$ cat src/hdl/otpap_pkg.sv
// constants, command codes and carrier types of the otp address block
// assumes one 40 MHz clock shared by the telegram decoder and this block

package otpap_pkg;

    // ==================================================================
    // command codes and register indices
    localparam logic [2:0] CMD_READ      = 3'h1;
    localparam logic [2:0] CMD_WRITE     = 3'h2;
    localparam logic [2:0] CMD_ASSIGN    = 3'h3;
    localparam logic [2:0] CMD_RESET     = 3'h4;
    localparam logic [2:0] CMD_PROG      = 3'h6;

    localparam logic [4:0] ROM_CFG_A     = 5'h00;
    localparam logic [4:0] ROM_CFG_B     = 5'h01;
    localparam logic [4:0] ROM_CFG_C     = 5'h02;
    localparam logic [4:0] ROM_CFG_D     = 5'h03;
    localparam logic [4:0] ROM_NODE_ADDR = 5'h07;
    localparam logic [4:0] RAM_CFG_A     = 5'h10;
    localparam logic [4:0] RAM_CFG_B     = 5'h11;
    localparam logic [4:0] RAM_CFG_C     = 5'h12;
    localparam logic [4:0] RAM_CFG_D     = 5'h13;
    localparam logic [4:0] RAM_NODE_ADDR = 5'h17;

    // ==================================================================
    // field layout and reset values
    localparam int          SLOTS        = 5;
    localparam int          WORD_W       = 16;
    localparam logic [2:0]  SLOT_ADDR    = 3'h4;
    localparam int          FLAG_BIT     = 0;
    localparam int          ADDR_LSB     = 1;
    localparam int          ADDR_W       = 10;
    localparam logic [9:0]  BCAST_ADDR   = 10'h000;
    localparam int          RATE_LSB     = 1;
    localparam int          RATE_W       = 3;
    localparam logic [2:0]  RATE_250K    = 3'h0;
    localparam logic [15:0] WORD_BLANK   = 16'h0000;
    localparam logic [15:0] FLAG_MASK    = 16'h0001;

    // ==================================================================
    // timing
    localparam int CLK_MHZ      = 40;
    localparam int PROG_GAP_US  = 400;
    localparam int PROG_GAP_CYC = PROG_GAP_US * CLK_MHZ;

    // ==================================================================
    // types
    typedef struct packed {
        logic        valid;
        logic [2:0]  code;
        logic [9:0]  dev_addr;
        logic [4:0]  reg_addr;
        logic [15:0] data;
    } otpap_cmd_type;

    typedef struct packed {
        logic        valid;
        logic [4:0]  reg_addr;
        logic [15:0] data;
    } otpap_rsp_type;

    typedef logic [SLOTS-1:0][WORD_W-1:0] otpap_bank_type;

    typedef enum logic [1:0] {
        ST_IDLE,
        ST_ARMED,
        ST_BURN
    } otpap_state_type;

endpackage

$ cat src/hdl/otpap_top.sv
// node configuration, address allocation and otp programming logic
// assumes decoded telegrams arrive on core_clk_i as one-cycle strobes
//
// Overview of operation
// host gives its interface device a fixed nonzero address, ideally 1023.
// bus rate field reads 250 kbit/s code until software changes it.
// host sets interface device to the rate programmed into the nodes.
// host broadcasts scan period 2, threshold 7, reduced rate 1 first.
// after assign command, node seeing light pulse stores n as own address.
// host allocates addresses one per node, starting at 1, ascending.
// node answers a register read sent to its allocated address.
// address lives in ram word 23, made permanent by program into word 7.
// register write to address 0 is accepted by every node.
// host sets regulator disable to 1 in interface, 0 elsewhere.
// program copies 16..19 to 0..3 and 23 to 7, nothing else.
// each word is programmed by its own command naming the rom word.
// program command has code 110 followed by rom register address.
// host waits at least 400 us between program commands; the host model's prog waits only GAP_CYCLES + 2 clock cycles.
// a rom word programs once; later attempts leave it unchanged.
// programming a rom word sets its bit 0 as programmed flag.
// assign command is ignored once rom address word is programmed.
// ram write only while paired rom word unprogrammed; rom never writable.
// address 0 is never an individual node address.
// unconfigured node starts with address zero and parameters unset.
// after reset the node runs on its programmed rom contents.

module otpap_top
    import otpap_pkg::*;
#(
    parameter int PROG_GAP_CYCLES = PROG_GAP_CYC
)
(
    input  wire logic                  core_clk_i,
    input  wire logic                  rst_b_i,
    input  wire logic                  fuse_blank_b_i,
    input  otpap_pkg::otpap_cmd_type   cmd_i,
    input  wire logic                  light_pulse_i,
    input  wire logic                  vprog_ok_i,
    output otpap_pkg::otpap_rsp_type   rsp_o,
    output logic [ADDR_W-1:0]          node_addr_o,
    output logic [RATE_W-1:0]          bus_bit_rate_o,
    output logic                       prog_busy_o,
    output logic                       assign_armed_o
);

    import otpap_pkg::*;

    localparam int GAP_W = $clog2(PROG_GAP_CYCLES + 1);

    // ==================================================================
    // reset and pin synchronisers
    logic rst_s1_reg;
    logic rst_s2_reg;
    logic lt_s1_reg;
    logic lt_s2_reg;
    logic lt_s3_reg;
    logic vp_s1_reg;
    logic vp_s2_reg;
    wire  rst_n = rst_s2_reg;

    always_ff @(posedge core_clk_i or negedge rst_b_i)
    begin
        if (!rst_b_i)
        begin
            rst_s1_reg <= 1'b0;
            rst_s2_reg <= 1'b0;
        end
        else
        begin
            rst_s1_reg <= 1'b1;
            rst_s2_reg <= rst_s1_reg;
        end
    end

    always_ff @(posedge core_clk_i or negedge rst_n)
    begin
        if (!rst_n)
        begin
            lt_s1_reg <= 1'b0;
            lt_s2_reg <= 1'b0;
            lt_s3_reg <= 1'b0;
            vp_s1_reg <= 1'b0;
            vp_s2_reg <= 1'b0;
        end
        else
        begin
            lt_s1_reg <= light_pulse_i;
            lt_s2_reg <= lt_s1_reg;
            lt_s3_reg <= lt_s2_reg;
            vp_s1_reg <= vprog_ok_i;
            vp_s2_reg <= vp_s1_reg;
        end
    end

    // ==================================================================
    // slot decoding
    // only the five documented pairs map; every other index misses
    function automatic logic [3:0] ram_slot_of(input logic [4:0] idx);
        case (idx)
            RAM_CFG_A:     ram_slot_of = 4'h8;
            RAM_CFG_B:     ram_slot_of = 4'h9;
            RAM_CFG_C:     ram_slot_of = 4'ha;
            RAM_CFG_D:     ram_slot_of = 4'hb;
            RAM_NODE_ADDR: ram_slot_of = 4'hc;
            default:       ram_slot_of = 4'h0;
        endcase
    endfunction

    function automatic logic [3:0] rom_slot_of(input logic [4:0] idx);
        case (idx)
            ROM_CFG_A:     rom_slot_of = 4'h8;
            ROM_CFG_B:     rom_slot_of = 4'h9;
            ROM_CFG_C:     rom_slot_of = 4'ha;
            ROM_CFG_D:     rom_slot_of = 4'hb;
            ROM_NODE_ADDR: rom_slot_of = 4'hc;
            default:       rom_slot_of = 4'h0;
        endcase
    endfunction

    // ==================================================================
    // state
    otpap_state_type   state_reg;
    otpap_state_type   state_next;
    otpap_bank_type    ram_reg;
    otpap_bank_type    ram_next;
    otpap_bank_type    bank;
    otpap_rsp_type     rsp_next;
    logic              load_reg;
    logic [ADDR_W-1:0] pend_reg;
    logic [GAP_W-1:0]  gap_reg;

    wire [3:0]        ram_dec    = ram_slot_of(cmd_i.reg_addr);
    wire [3:0]        rom_dec    = rom_slot_of(cmd_i.reg_addr);
    wire              ram_hit    = ram_dec[3];
    wire              rom_hit    = rom_dec[3];
    wire [2:0]        ram_slot   = ram_dec[2:0];
    wire [2:0]        rom_slot   = rom_dec[2:0];
    wire [ADDR_W-1:0] own_addr   = ram_reg[SLOT_ADDR][ADDR_LSB +: ADDR_W];
    wire              accept     = cmd_i.valid && !load_reg;
    wire              is_bcast   = cmd_i.dev_addr == BCAST_ADDR;
    wire              is_mine    = !is_bcast
                                   && cmd_i.dev_addr == own_addr;
    wire              light_rise = lt_s2_reg && !lt_s3_reg;
    wire              addr_fused = bank[SLOT_ADDR][FLAG_BIT];
    wire              write_ok   = accept && cmd_i.code == CMD_WRITE
                                   && (is_mine || is_bcast)
                                   && ram_hit
                                   && !bank[ram_slot][FLAG_BIT];
    wire              read_ok    = accept && cmd_i.code == CMD_READ
                                   && is_mine;
    // the address word is burnt one node at a time only
    wire              prog_ok    = accept && cmd_i.code == CMD_PROG
                                   && rom_hit
                                   && (is_mine
                                       || (is_bcast
                                           && rom_slot != SLOT_ADDR))
                                   && vp_s2_reg
                                   && state_reg != ST_BURN
                                   && !bank[rom_slot][FLAG_BIT];
    wire              assign_ok  = accept && cmd_i.code == CMD_ASSIGN
                                   && !is_bcast
                                   && !addr_fused;
    wire              reset_ok   = accept && cmd_i.code == CMD_RESET
                                   && (is_mine || is_bcast);
    wire              take_light = state_reg == ST_ARMED && light_rise;
    wire [WORD_W-1:0] prog_word  = ram_reg[rom_slot];
    wire [WORD_W-1:0] read_word  = ram_hit ? ram_reg[ram_slot]
                                 : rom_hit ? bank[rom_slot]
                                 : WORD_BLANK;

    otpap_otp_bank otpap_otp_bank_i
    (
        .core_clk_i     (core_clk_i),
        .fuse_blank_b_i (fuse_blank_b_i),
        .prog_en_i      (prog_ok),
        .prog_slot_i    (rom_slot),
        .prog_data_i    (prog_word),
        .words_o        (bank)
    );

    // ==================================================================
    // ram words
    // reload from rom after any reset; blank rom gives address zero
    genvar g;
    generate
        for (g = 0; g < SLOTS; g++)
        begin : gen_ram
            wire [WORD_W-1:0] lit = (g == SLOT_ADDR && take_light)
                ? {ram_reg[g][WORD_W-1:ADDR_LSB+ADDR_W], pend_reg,
                   ram_reg[g][ADDR_LSB-1:0]}
                : ram_reg[g];
            assign ram_next[g] = load_reg ? bank[g]
                : (write_ok && ram_slot == 3'(g)) ? cmd_i.data
                : lit;
        end
    endgenerate

    // ==================================================================
    // control sequence
    always_comb
    begin
        state_next = state_reg;
        case (state_reg)
            ST_IDLE:
                if (prog_ok)
                    state_next = ST_BURN;
                else if (assign_ok)
                    state_next = ST_ARMED;
            ST_ARMED:
                if (prog_ok)
                    state_next = ST_BURN;
                else if (assign_ok)
                    state_next = ST_ARMED;
                else if (accept || take_light)
                    state_next = ST_IDLE;
            ST_BURN:
                if (gap_reg == '0)
                    state_next = ST_IDLE;
            default:
                state_next = ST_IDLE;
        endcase
        if (reset_ok)
            state_next = ST_IDLE;
    end

    assign rsp_next.valid    = read_ok;
    assign rsp_next.reg_addr = cmd_i.reg_addr;
    assign rsp_next.data     = read_word;

    always_ff @(posedge core_clk_i or negedge rst_n)
    begin
        if (!rst_n)
        begin
            state_reg <= ST_IDLE;
            ram_reg   <= '0;
            load_reg  <= 1'b1;
            pend_reg  <= '0;
            gap_reg   <= '0;
            rsp_o     <= '0;
        end
        else
        begin
            state_reg <= state_next;
            ram_reg   <= ram_next;
            load_reg  <= reset_ok;
            rsp_o     <= rsp_next;
            if (assign_ok)
                pend_reg <= cmd_i.dev_addr;
            // burn recovery window; host spacing is not trusted
            if (prog_ok)
                gap_reg <= GAP_W'(PROG_GAP_CYCLES - 1);
            else if (gap_reg != '0)
                gap_reg <= gap_reg - 1'b1;
        end
    end

    // ==================================================================
    // output flops
    always_ff @(posedge core_clk_i or negedge rst_n)
    begin
        if (!rst_n)
        begin
            node_addr_o    <= '0;
            bus_bit_rate_o <= RATE_250K;
            prog_busy_o    <= 1'b0;
            assign_armed_o <= 1'b0;
        end
        else
        begin
            node_addr_o    <= ram_next[SLOT_ADDR][ADDR_LSB +: ADDR_W];
            bus_bit_rate_o <= ram_next[0][RATE_LSB +: RATE_W];
            prog_busy_o    <= state_next == ST_BURN;
            assign_armed_o <= state_next == ST_ARMED;
        end
    end
endmodule

$ cat src/hdl/otpap_otp_bank.sv
// one-time-programmable word bank, five words of sixteen bits
// assumes fuse_blank_b_i is asserted only when the array is blank

module otpap_otp_bank
    import otpap_pkg::*;
(
    input  wire logic                 core_clk_i,
    input  wire logic                 fuse_blank_b_i,
    input  wire logic                 prog_en_i,
    input  wire logic [2:0]           prog_slot_i,
    input  wire logic [WORD_W-1:0]    prog_data_i,
    output otpap_pkg::otpap_bank_type words_o
);

    // ==================================================================
    // fuse words
    // a word whose flag is set never burns again, whatever the caller
    genvar g;
    generate
        for (g = 0; g < SLOTS; g++)
        begin : gen_word
            logic [WORD_W-1:0] word_reg;
            wire               burn = prog_en_i && prog_slot_i == 3'(g)
                                      && !word_reg[FLAG_BIT];

            always_ff @(posedge core_clk_i or negedge fuse_blank_b_i)
            begin
                if (!fuse_blank_b_i)
                    word_reg <= WORD_BLANK;
                else if (burn)
                    word_reg <= prog_data_i | FLAG_MASK;
            end

            assign words_o[g] = word_reg;
        end
    endgenerate

endmodule

$ cat config.mk
export PLATFORM = sky130hd
export DESIGN_NAME = otpap_top
export DESIGN_NICKNAME = d
export VERILOG_FILES = /design/src/hdl/otpap_pkg.sv /design/src/hdl/otpap_top.sv /design/src/hdl/otpap_otp_bank.sv
export SDC_FILE = /design/constraint.sdc
export NUM_CORES = 1
export LEC_CHECK = 0
export BUFFER_PORTS_ARGS = -buffer_cell sky130_fd_sc_hd__buf_2
export CORE_MARGIN = 2
export CORE_UTILIZATION = 50
export CTS_CLUSTER_SIZE = 8
export DETAILED_ROUTE_END_ITERATION = 10
export GPL_ROUTABILITY_DRIVEN = 0
export PLACE_DENSITY = 0.76
export SETUP_SLACK_MARGIN = 0.5
export SLEW_MARGIN = 15
export SYNTH_ARGS = -nofsm -noshare
export SYNTH_HDL_FRONTEND = slang
export SYNTH_HIERARCHICAL = 1
export SYNTH_SLANG_ARGS = --single-unit
$ cat constraint.sdc
create_clock -name core_clk_i -period 4.9 [get_ports core_clk_i]
set_input_delay 0.735 -clock core_clk_i [delete_from_list [all_inputs] [get_ports core_clk_i]]
set_output_delay 0.735 -clock core_clk_i [all_outputs]
set_load 0.01 [all_outputs]
==> metrics.txt <==
status=complete, no violations; commonest cells after routing, fill and taps aside=dfrtp_1 (216), mux2_2 (183), nand2_1 (82); Slowest cell on crit path=or4_1; Sink Count=218; GRT busiest layer=met2; Via Count=8721; post-synthesis instance area=11700 um2; Post-Syn Nets=1056; synth warn=6; Hold Path Class=input port to register; grt met3 use=4.32%; drt pass-1 iters=8; initial core utilization=50.5%; max reg flops=80; Avg Inst Size Synth=11.6 um2; Post-route DRC=0; Worst path depth=10; Setup Fix Bufs, Post-CTS=0; critical path's largest stage delay=0.82 ns; number of global-route vias before repair=8610; hpwl dp=20300 um; Tot GR Track Use=25.8%; final-report hold violation count=0; relative slew slack=22.6%; max_cap viols=0; cts repair resizes=0; worst skew pair latency=0.54 ns; ANT nets after route=0; max-slew violations=0; first-pass GRT wire length=49400 um; clk root buf=clkbuf_16; crit-path leading delay family=simple AND/OR/NAND/NOR gates; Via density=6.27; Area Overhead vs Synth=12.0%; final setup violation count=0; CP startpoint kind=register; Tmin final=3.80 ns; Worst Max-Slew Pin Slew=1.16 ns; crit path capture type=register; Die Width=157 um; Max Clk Rate=263 MHz; # diodes=0; post-route insts no fill=1392; Worst Skew=0.0126 ns; fillcell total=1956; cell count of the worst reg-to-reg path=10; setup TNS=0 ns; Worst Path Max Fanout=17; fin nets=1112; Buf/Inv on CP=2; post-synthesis cell count=1015; Critical Path, Cell by Cell=xor2_1 > nor4_2 > nand4_4 > nand2_1 > nand4b_1 > buf_4 > inv_1 > nand2_1 > or4_1 > mux2_2; die area=24700 um2; CP startpoint=own_addr[5]; Initial DRC Count=870; initial antenna violation count=0; Fin Hold WS=0.303 ns; TritonCTS buffer count=31; drt total wl=32000 um; dpl ws=0.633 ns; number of port buffers=76; placed insts=1356; Worst Min Path Start=vprog_ok_i; VDD IR-drop max=0.243 mV; TritonCTS clock tree=done; grt total ovfl=0; WP data required=5.32 ns; crit path to=otpap_otp_bank_i/gen_word[4].word_reg[12]; Core Util, Final=56.5%; Most Frequent Cell on Critical Path=nand2_1; clock buffer depth=3; WL per Instance=23.0 um; Tcrit/Tclk final=77.6%; clock-pin slew on the worst setup and hold paths=0.05 ns; height of the die=157 um; Final WS setup=1.10 ns; layout cells sized above 1=36.5%; Worst Path Arrival=4.22 ns; RR Endpoint=otpap_otp_bank_i/gen_word[4].word_reg[12]; H-tree depth=1; RSZ-0062 raised after global routing=no; crit path kind=register to register; R2R setup slack=1.10 ns; grt met1 use=37.1%; met2 GRT Util=38.9%; largest net degree at the start of global routing=81; PD cells=304 nW/um2; I/O Pins=77; CORE AREA=23300 um2; Leakage=5.92 nW; worst r2r src=own_addr[5]; commonest non-fill, non-tap cell in the layout=dfrtp_1; Rows=56
## layer usage
layer / vias up / part of all wire, %
li1: 3840 / -
met1: 4349 / 43
met2: 438 / 44
met3: 94 / 8.5
met4: 0 / 4.1
met5: - / 0
## worst min path at each step
stage                      endpoint  cells after the start
after global routing      vp_s1_reg                      1
final                     vp_s1_reg                      1
after global placement        rst_n                      0
after detailed placement  vp_s2_reg                      0
after CTS                 vp_s1_reg                      1
after floorplan           lt_s2_reg                      0
## where the power goes
part / internal [mW] / switching [mW] / total [mW] / leakage (nW)
registers: 1.84 / 0.0494 / 1.89 / 2.95
logic: 0.0905 / 0.168 / 0.258 / 2.59
clock network: 1.11 / 0.735 / 1.84 / 0.393
## stage by stage
step / power [mW] / instance area [um2]
final: 3.99 / 13100
after detailed placement: 2.17 / 12300
after floorplan: 2.05 / 11700
after global placement: 2.17 / 12300
after global routing: 4.12 / 13100
after CTS: 4.01 / 13100
## layout make-up
type / count / area, um2 / area share (%)
clock buffer: 33 / 783 / 5.96
clock inverter: 2 / 17.5 / 0.133
inverter: 9 / 33.8 / 0.257
multi-input combinational: 704 / 5820 / 44.3
sequential: 218 / 5460 / 41.6
tap: 319 / 399 / 3.04
timing repair buffer: 107 / 631 / 4.80
## what timing repair did
action,4_1_cts,5_1_grt
setup endpoints to repair,0,0
endpoints found under the hold margin,2,0
hold buffers,1,0
## worst register-to-register path, delay by kind of cell (launching register included)
kind          cells  cell delay, ns
mux               1            0.44
simple gates      6            2.18
xor+xnor          1            0.19
flops             1            0.46
buf+inv           2            0.39
(Power assumes the default switching activity.)
